--- config.mk ---
export PLATFORM = sky130hd
export DESIGN_NAME = pef_event_flags
export DESIGN_NICKNAME = d
export VERILOG_FILES = /design/src/rtl/pef_pkg.sv /design/src/rtl/pef_flag_if.sv /design/src/rtl/pef_event_flags.sv /design/src/rtl/pef_flag_bank.sv /design/src/rtl/pef_timer_match.sv
export SDC_FILE = /design/constraint.sdc
export NUM_CORES = 1
export LEC_CHECK = 0
export BUFFER_PORTS_ARGS = -buffer_cell sky130_fd_sc_hd__buf_2
export CAP_MARGIN = 20
export CORE_MARGIN = 1
export CORE_UTILIZATION = 45
export CTS_CLUSTER_DIAMETER = 40
export DETAILED_ROUTE_END_ITERATION = 7
export GPL_ROUTABILITY_DRIVEN = 0
export PLACE_DENSITY_LB_ADDON = 0.15
export SETUP_SLACK_MARGIN = 0.3
export SLEW_MARGIN = 20
export SYNTH_ARGS = -nofsm -noshare
export SYNTH_HDL_FRONTEND = slang
export SYNTH_SLANG_ARGS = --single-unit
--- constraint.sdc ---
create_clock -name core_clk -period 2.8 [get_ports core_clk]
set_clock_uncertainty 0.15 [all_clocks]
set_input_delay 0.14 -clock core_clk [delete_from_list [all_inputs] [get_ports core_clk]]
set_output_delay 0.14 -clock core_clk [all_outputs]
set_load 0.01 [all_outputs]
--- src/rtl/pef_pkg.sv ---
// pef_pkg: offsets, field positions, reset values of the protocol event flags
// assumes a 16-bit host port that addresses word registers by byte offset
package pef_pkg;
    // ==========================================================
    // register offsets
    localparam logic [9:0] OFS_MAIN_EN = 10'h00c;
    localparam logic [9:0] OFS_MAIN_STATUS = 10'h00e;
    localparam logic [9:0] OFS_STARTUP_STATUS = 10'h010;
    localparam logic [9:0] OFS_STARTUP_EN = 10'h012;
    localparam logic [9:0] OFS_TIMER0_CYC = 10'h014;
    localparam logic [9:0] OFS_TIMER0_MT = 10'h016;
    localparam logic [9:0] OFS_TIMER1_CYC = 10'h018;
    localparam logic [9:0] OFS_TIMER1_MT = 10'h01a;
    localparam logic [9:0] OFS_RETRY_LIMIT = 10'h01c;
    localparam logic [9:0] OFS_SYNC_LIMIT = 10'h01e;
    localparam logic [9:0] OFS_OFFSET_LIMIT = 10'h020;
    localparam logic [9:0] OFS_RATE_LIMIT = 10'h022;
    localparam logic [9:0] OFS_SLOT_MASK = 10'h024;
    // ==========================================================
    // main status: bank index i sits at register bit MAIN_LSB + i
    localparam int MAIN_LSB = 5;
    localparam int MAIN_W = 11;
    localparam int IX_CYCLE = 0;
    localparam int IX_TIMER0 = 1;
    localparam int IX_OFFSET = 3;
    localparam int IX_GUARD = 4;
    localparam int IX_SLOT = 5;
    localparam int IX_RATE = 6;
    localparam int IX_LEVEL = 7;
    localparam int IX_SYNC = 8;
    localparam int IX_LIMIT = 9;
    localparam int IX_FATAL = 10;
    // ==========================================================
    // startup status bits
    localparam int SU_W = 4;
    localparam int SU_RETRY = 0;
    localparam int SU_PLAUS = 1;
    localparam int SU_NORMAL = 2;
    localparam int SU_NOISE = 3;
    // ==========================================================
    // timer cycle field: base in [5:0], ignored-bit mask in [13:8]
    localparam int TCYC_BASE_LSB = 0;
    localparam int TCYC_MASK_LSB = 8;
    // ==========================================================
    // reset values
    localparam logic [15:0] CFG_RST = 16'h0000;
    localparam logic [15:0] STATUS_RST = 16'h0000;
endpackage

--- src/rtl/pef_flag_if.sv ---
// pef_flag_if: set, write-one-clear and clear-all lines of one flag bank
// assumes a single clock domain shared by both ends
`timescale 1ns/100ps
interface pef_flag_if #(parameter int W = 4);
    logic [W-1:0] set;
    logic [W-1:0] w1c;
    logic clr_all;
    logic [W-1:0] flags;
    modport bank (input set, input w1c, input clr_all, output flags);
    modport ctrl (output set, output w1c, output clr_all, input flags);
endinterface

--- src/rtl/pef_event_flags.sv ---
// pef_event_flags: protocol and startup event flags with interrupt request
// assumes engine strobes are one-cycle pulses on core_clk, host port same clock
// What this block does
// set cycle start flag at cycle begin
// set timer flag on cycle and offset match
// reset timer setup zero, both timer flags show
// all enables reset to zero, no request
// request held while enabled flag stays set
// missing offset flag at every cycle end
// guardian error on either channel sets flag
// masked slot counter increment sets flag
// missing rate flag at odd cycle end
// error level change sets its flag
// too many sync frames sets overflow flag
// correction reaching its limit sets flag
// illegal state sets fatal, forces diagnosis stop
// startup status resets zero, cleared leaving config
// startup flags clear on one, keep on zero
// device set beats simultaneous host clear
// Nth failed coldstart retry sets retry flag
// too few startup frames sets plausibility flag
// noise path coldstart entry sets bit three
// normal path coldstart entry sets bit two
// per-flag startup enables, upper bits read zero
// main status bit layout fifteen down five
// main flags clear on one, set wins
// main status cleared by reset, leaving config
// request is OR of flag AND enable
`timescale 1ns/100ps
module pef_event_flags
    import pef_pkg::*;
#(
    parameter int CYC_W = 6,
    parameter int MT_W = 14
) (
    // clock and reset
    input wire logic core_clk,
    input wire logic nrst,
    // host register port
    input wire logic host_sel,
    input wire logic host_wr,
    input wire logic [9:0] host_addr,
    input wire logic [15:0] host_wdata,
    output logic [15:0] host_rdata,
    // engine timing
    input wire logic in_config,
    input wire logic cycle_start,
    input wire logic cycle_end,
    input wire logic cycle_odd,
    input wire logic [CYC_W-1:0] cycle_count,
    input wire logic [MT_W-1:0] macrotick,
    // clock sync results
    input wire logic offset_meas_short,
    input wire logic rate_pair_short,
    input wire logic sync_frame_seen,
    input wire logic corr_valid,
    input wire logic [15:0] offset_corr_mag,
    input wire logic [15:0] rate_corr_mag,
    // error sources
    input wire logic guardian_err_a,
    input wire logic guardian_err_b,
    input wire logic [7:0] slot_counter_inc,
    input wire logic [1:0] error_level,
    input wire logic illegal_state,
    // startup events
    input wire logic coldstart_retry_fail,
    input wire logic startup_frames_short,
    input wire logic coldstart_normal_entry,
    input wire logic coldstart_noise_entry,
    // results
    output logic sync_capture_en,
    output logic diag_stop,
    output logic irq
);
    // ==========================================================
    // state
    typedef struct packed {
        logic [MAIN_W-1:0] main_en;
        logic [SU_W-1:0] su_en;
        logic [1:0][15:0] t_cyc;
        logic [1:0][15:0] t_mt;
        logic [7:0] retry_lim;
        logic [7:0] retry_cnt;
        logic [7:0] sync_lim;
        logic [7:0] sync_cnt;
        logic [15:0] offset_lim;
        logic [15:0] rate_lim;
        logic [7:0] slot_mask;
        logic [1:0] prev_level;
        logic prev_config;
        logic diag_stop;
        logic [15:0] rdata;
    } pef_state_type;

    pef_state_type st_ff;
    pef_state_type nxt_st;

    pef_flag_if #(.W(MAIN_W)) main_if ();
    pef_flag_if #(.W(SU_W)) su_if ();

    logic [1:0] timer_hit;
    logic config_exit;
    logic wr_main;
    logic wr_su;
    logic [15:0] main_word;
    logic [15:0] su_word;

    // ==========================================================
    // flag banks and timers
    pef_flag_bank #(.W(MAIN_W)) u_main_bank (
        .core_clk(core_clk),
        .nrst(nrst),
        .fl(main_if)
    );

    pef_flag_bank #(.W(SU_W)) u_su_bank (
        .core_clk(core_clk),
        .nrst(nrst),
        .fl(su_if)
    );

    genvar gi;
    generate
        for (gi = 0; gi < 2; gi++) begin : g_timer
            pef_timer_match #(.CYC_W(CYC_W), .MT_W(MT_W)) u_match (
                .cyc_cfg(st_ff.t_cyc[gi]),
                .mt_cfg(st_ff.t_mt[gi]),
                .cycle_count(cycle_count),
                .macrotick(macrotick),
                .match(timer_hit[gi])
            );
        end
    endgenerate

    // ==========================================================
    // event sources
    assign config_exit = st_ff.prev_config && !in_config;
    assign wr_main = host_sel && host_wr && (host_addr == OFS_MAIN_STATUS);
    assign wr_su = host_sel && host_wr && (host_addr == OFS_STARTUP_STATUS);

    always_comb begin
        main_if.set = '0;
        main_if.set[IX_CYCLE] = cycle_start;
        main_if.set[IX_TIMER0 +: 2] = timer_hit; // see R2
        main_if.set[IX_OFFSET] = cycle_end && offset_meas_short;
        main_if.set[IX_GUARD] = guardian_err_a || guardian_err_b;
        main_if.set[IX_SLOT] = |(slot_counter_inc & st_ff.slot_mask);
        main_if.set[IX_RATE] = cycle_end && cycle_odd && rate_pair_short;
        main_if.set[IX_LEVEL] = error_level != st_ff.prev_level;
        main_if.set[IX_SYNC] = sync_frame_seen && (st_ff.sync_cnt >= st_ff.sync_lim);
        main_if.set[IX_LIMIT] = corr_valid && ((offset_corr_mag >= st_ff.offset_lim)
            || (rate_corr_mag >= st_ff.rate_lim));
        main_if.set[IX_FATAL] = illegal_state;
    end

    always_comb begin
        su_if.set = '0;
        su_if.set[SU_RETRY] = coldstart_retry_fail && (st_ff.retry_lim != 8'h00)
            && (st_ff.retry_cnt + 8'h01 == st_ff.retry_lim);
        su_if.set[SU_PLAUS] = startup_frames_short;
        su_if.set[SU_NORMAL] = coldstart_normal_entry;
        su_if.set[SU_NOISE] = coldstart_noise_entry;
    end

    // write-one-clear, zero bits keep; the banks let sets win
    assign main_if.w1c = wr_main ? host_wdata[MAIN_LSB +: MAIN_W] : '0;
    assign su_if.w1c = wr_su ? host_wdata[SU_W-1:0] : '0; // see R15
    assign main_if.clr_all = config_exit;
    assign su_if.clr_all = config_exit;

    // status words; unused low main bits and upper startup bits read zero
    assign main_word = {main_if.flags, {MAIN_LSB{1'b0}}};
    assign su_word = {{(16-SU_W){1'b0}}, su_if.flags};

    // ==========================================================
    // registers, counters, read data
    always_comb begin
        nxt_st = st_ff;
        nxt_st.prev_level = error_level;
        nxt_st.prev_config = in_config;
        if (cycle_start) begin
            nxt_st.sync_cnt = 8'h00;
        end else if (sync_frame_seen && st_ff.sync_cnt != 8'hff) begin
            nxt_st.sync_cnt = st_ff.sync_cnt + 8'h01;
        end
        if (config_exit) begin
            nxt_st.retry_cnt = 8'h00;
        end else if (coldstart_retry_fail && st_ff.retry_cnt != 8'hff) begin
            nxt_st.retry_cnt = st_ff.retry_cnt + 8'h01;
        end
        if (illegal_state) begin
            nxt_st.diag_stop = 1'b1;
        end else if (in_config) begin
            nxt_st.diag_stop = 1'b0;
        end
        if (host_sel && host_wr) begin
            unique case (host_addr)
                OFS_MAIN_EN: nxt_st.main_en = host_wdata[MAIN_LSB +: MAIN_W];
                OFS_STARTUP_EN: nxt_st.su_en = host_wdata[SU_W-1:0];
                OFS_TIMER0_CYC: nxt_st.t_cyc[0] = host_wdata;
                OFS_TIMER0_MT: nxt_st.t_mt[0] = host_wdata;
                OFS_TIMER1_CYC: nxt_st.t_cyc[1] = host_wdata;
                OFS_TIMER1_MT: nxt_st.t_mt[1] = host_wdata;
                OFS_RETRY_LIMIT: nxt_st.retry_lim = host_wdata[7:0];
                OFS_SYNC_LIMIT: nxt_st.sync_lim = host_wdata[7:0];
                OFS_OFFSET_LIMIT: nxt_st.offset_lim = host_wdata;
                OFS_RATE_LIMIT: nxt_st.rate_lim = host_wdata;
                OFS_SLOT_MASK: nxt_st.slot_mask = host_wdata[7:0];
                default: begin
                end
            endcase
        end
        if (host_sel && !host_wr) begin
            unique case (host_addr)
                OFS_MAIN_EN: nxt_st.rdata = {st_ff.main_en, {MAIN_LSB{1'b0}}};
                OFS_MAIN_STATUS: nxt_st.rdata = main_word;
                OFS_STARTUP_STATUS: nxt_st.rdata = su_word;
                OFS_STARTUP_EN: nxt_st.rdata = {{(16-SU_W){1'b0}}, st_ff.su_en};
                OFS_TIMER0_CYC: nxt_st.rdata = st_ff.t_cyc[0];
                OFS_TIMER0_MT: nxt_st.rdata = st_ff.t_mt[0];
                OFS_TIMER1_CYC: nxt_st.rdata = st_ff.t_cyc[1];
                OFS_TIMER1_MT: nxt_st.rdata = st_ff.t_mt[1];
                OFS_RETRY_LIMIT: nxt_st.rdata = {8'h00, st_ff.retry_lim};
                OFS_SYNC_LIMIT: nxt_st.rdata = {8'h00, st_ff.sync_lim};
                OFS_OFFSET_LIMIT: nxt_st.rdata = st_ff.offset_lim;
                OFS_RATE_LIMIT: nxt_st.rdata = st_ff.rate_lim;
                OFS_SLOT_MASK: nxt_st.rdata = {8'h00, st_ff.slot_mask};
                default: nxt_st.rdata = 16'h0000;
            endcase
        end
    end

    // enables and timer setup come out of reset cleared
    always_ff @(posedge core_clk or negedge nrst) begin
        if (!nrst) begin
            st_ff.main_en <= '0;
            st_ff.su_en <= '0;
            st_ff.t_cyc <= {CFG_RST, CFG_RST};
            st_ff.t_mt <= {CFG_RST, CFG_RST};
            st_ff.retry_lim <= 8'h00;
            st_ff.retry_cnt <= 8'h00;
            st_ff.sync_lim <= 8'h00;
            st_ff.sync_cnt <= 8'h00;
            st_ff.offset_lim <= 16'hffff;
            st_ff.rate_lim <= 16'hffff;
            st_ff.slot_mask <= 8'h00;
            st_ff.prev_level <= 2'h0;
            st_ff.prev_config <= 1'b1;
            st_ff.diag_stop <= 1'b0;
            st_ff.rdata <= STATUS_RST;
        end else begin
            st_ff <= nxt_st;
        end
    end

    // ==========================================================
    // outputs
    assign host_rdata = st_ff.rdata;
    assign diag_stop = st_ff.diag_stop;
    // measurements past the configured sync count are dropped
    assign sync_capture_en = st_ff.sync_cnt < st_ff.sync_lim;
    assign irq = |(main_if.flags & st_ff.main_en) | |(su_if.flags & st_ff.su_en); // see R25
endmodule

--- src/rtl/pef_flag_bank.sv ---
// pef_flag_bank: sticky event flags, cleared by writing ones or by clr_all
// assumes set, w1c and clr_all come from logic on the same clock
`timescale 1ns/100ps
module pef_flag_bank
    import pef_pkg::*;
#(
    parameter int W = 4
) (
    // clock and reset
    input wire logic core_clk,
    input wire logic nrst,
    // flag lines
    pef_flag_if.bank fl
);
    typedef struct packed {
        logic [W-1:0] flags;
    } pef_bank_type;

    pef_bank_type st_ff;
    pef_bank_type nxt_st;

    // a hardware set always beats any clear in the same cycle
    always_comb begin
        nxt_st = st_ff;
        if (fl.clr_all) begin
            nxt_st.flags = '0;
        end
        nxt_st.flags = (nxt_st.flags & ~fl.w1c) | fl.set;
    end

    always_ff @(posedge core_clk or negedge nrst) begin
        if (!nrst) begin
            st_ff <= '0;
        end else begin
            st_ff <= nxt_st;
        end
    end

    assign fl.flags = st_ff.flags;
endmodule

--- src/rtl/pef_timer_match.sv ---
// pef_timer_match: compares one timer's cycle set and offset with the clock
// assumes cycle count and macrotick come from the engine on core_clk
`timescale 1ns/100ps
module pef_timer_match
    import pef_pkg::*;
#(
    parameter int CYC_W = 6,
    parameter int MT_W = 14
) (
    // timer setup
    input wire logic [15:0] cyc_cfg,
    input wire logic [15:0] mt_cfg,
    // engine time
    input wire logic [CYC_W-1:0] cycle_count,
    input wire logic [MT_W-1:0] macrotick,
    // result
    output logic match
);
    logic [CYC_W-1:0] base;
    logic [CYC_W-1:0] ignore;

    assign base = cyc_cfg[TCYC_BASE_LSB +: CYC_W];
    assign ignore = cyc_cfg[TCYC_MASK_LSB +: CYC_W];
    // masked cycle bits give repetitions of a power of two
    assign match = ((cycle_count & ~ignore) == (base & ~ignore))
        && (macrotick == mt_cfg[MT_W-1:0]);
endmodule

==> out/metrics.csv <==
metric;value;unit
status;finished clean;
fillerInstances;2103;
die_x;155;um
drc;0;
synth_ff_type;dfrtp_1;
final_cell_area;12400;sq um
grt-ovfl-total;0;
die_y;155;um
grt_pass1_wl;48.9;mm
p_leak;5.54;nW
critPathKind;reg -> out;
synth_cells;958;
vdd_ir_drop_max;490;uV
setup_viol;0;
syn_nets;1107;
hold_violations;0;
drt_iter0_drc;626;
wire_per_inst;22.2;um
finalPower;5.97;mW
hp-class;in -> reg;
synth_cell_type_count;67;
diodes;0;
via_per_inst;5.78;
cp_cell_sequence;ha_1 -> a21o_1 -> a21o_1 -> a21o_1 -> o21ba_2 -> buf_2;
timing.max_cap.violations;0;
drive_above_1_share;33.5;%
num-nets-final;1251;
cp_data_arrival_time;2.05;ns
grt_max_degree;105;
synth_area;10600;sq um
syn_to_final_growth;17.7;%
rows;55;
crit_path_end_kind;output port;
async_reset_ff_share;100;%
rsz0062_at_grt;no;
ios;126;
place_ws;0.409;ns
required;2.51;ns
cts_buffers;17;
drt_wl_total;31.8;mm
critPathMostFrequentCell;a21o_1;
dp_hpwl;23.6;mm
p_per_area;480;nW/um^2
post_cts_buffers;0;
tritoncts;built;
finalCritPeriodShare;83.7;%
dpl_cell_area;11500;sq um
yosys.area.top_type;dfrtp_1;
cts_sinks;186;
fin_ws;0.456;ns
cpPeakStageDelay;0.40;ns
root_buffer;clkbuf_16;
dieArea;24100;sq um
worst-r2r-setup-slack;0.55;ns
htreeDepth;4;
relSlewSlack;52.1;%
finalCriticalPeriod;2.34;ns
grt_pass1_vias;8216;
dp.cells;1364;
first_pass_iters;5;
crit_buf_inv;1;
cp_top_family;compound AO/OA/AOI/OAI gates;
slowest_stage;dfrtp_1;
cp-start-kind;register;
syn-mean-instance-area;11.0;sq um
final_antenna_net_count;0;
yosysMostFrequentCell;dfrtp_1;
final_cells;1428;
ys_seq_area_share;44.5;%
antenna_found_initial;1;
grt_usage;27.5;%
synth_top_area_share;36.2;%
synth_edf_count;0;
yosysWarnings;0;
io_buffers;125;
clk_path_buf_depth;2;
fmaxAchievable;427;MHz
core_area;22800;sq um
synthTopCellsByCount;dfrtp_1, mux2_2, xnor2_1;
setup-tns-final;0;ns
ys_top_cells_by_area;dfrtp_1, mux2_2, dfstp_2;
initial_core_util;46.2;%
routed-via-count;8247;
cts.clk_slew.worst_paths;0.07;ns
clock_latency;0.44;ns
synth-seq-cells;186;
worst_slew_pin_slew;0.717;ns
drv_slew;0;
cp_max_fo;4;
==> routing by layer <==
layer / up-vias / share of wire (%) / global-route usage, %
li1: 3803 / - / -
met1: 4108 / 46 / 38.7
met2: 288 / 46 / 44.0
met3: 46 / 6.3 / 4.57
met4: 2 / 1.8 / 7.19
met5: - / 0.041 / 0
==> placed cells by master (no fill, tap or decap), types with 6 or more instances in the layout <==
cell	count
a211oi_1	11
a21oi_1	32
a221oi_1	12
a22oi_1	23
a31o_2	8
a31oi_1	8
buf_2	124
buf_4	30
clkbuf_16	20
dfrtp_1	153
dfstp_2	33
dlygate4sd3_1	32
ha_1	42
inv_1	46
mux2_2	129
mux2i_1	33
nand2_1	46
nand2b_1	8
nand3_1	16
nand4_1	22
nor2_1	44
nor3_1	16
nor3_2	6
o21ai_0	32
o22ai_1	10
or3_1	6
xnor2_1	48
xor2_1	14
==> final timing paths <==
kind	depth (start not counted)	from	end
worst max-delay path	6	st_ff[65]	sync_capture_en
worst min-delay path	4	coldstart_retry_fail	u_su_bank.fl.flags[0]
worst max register to register	6	st_ff[28]	u_main_bank.fl.flags[9]
worst min register to register	1	diag_stop	diag_stop
max in group asynchronous	3	nrst	st_ff[109]
min in group asynchronous	3	nrst	st_ff[81]
==> worst reg2reg max path, delay by kind of cell (launching register included) <==
family	cells	cell delay, ns
AO/OA/AOI/OAI	4	1.00
adder cells (fa/ha/maj)	1	0.24
flip-flops	1	0.59
AND/OR/NAND/NOR	1	0.14
==> logic make-up (layout without fill, tap and decap cells) <==
logic type | after synthesis | in the layout | share of synthesized area [%]
mux | 163 | 163 | 17.1
simple gates | 205 | 205 | 10.9
buf+inv | 111 | 268 | 4.95
flops | 186 | 186 | 44.5
fa+ha+maj | 42 | 42 | 4.97
compound gates | 189 | 189 | 12.5
xor+xnor | 62 | 62 | 5.14
==> per-stage QoR <==
| step | utilization [%] | hold WS [ns] |
|---|---|---|
| floorplan | - | -0.306 |
| global placement | 50.4 | 0.0736 |
| detailed placement | 50.4 | 0.0792 |
| CTS | 54.4 | 0.0125 |
| global route | 54.4 | 0.0230 |
| finish | 54.4 | 0.0161 |
==> registers in the layout (all words and copies together), names as in the netlist <==
register / count
st_ff: 154
diag_stop: 1
u_main_bank.fl.flags: 11
host_rdata: 16
u_su_bank.fl.flags: 4
==> layout make-up <==
cell class,count,area [sq um],share of cell area (%)
Timing Repair Buffer,190,1240,9.97
Clock buffer,24,515,4.15
Inverter,46,173,1.39
Tap cell,313,392,3.15
Clock inverter,8,72.6,0.584
Multi-Input combinational cell,661,5350,43.0
Sequential cell,186,4700,37.8
==> report_power, final <==
part	switching [mW]	internal, mW
clock network	1.10	1.32
registers	0.0793	2.76
logic	0.407	0.295
total	1.59	4.38
==> what timing repair did <==
action	4_1_cts	5_1_grt
setup endpoints to repair	0	3
hold buffers	32	0
gates resized for setup	0	1
endpoints found under the hold margin	267	0
Power figures use the tool's default switching activity.
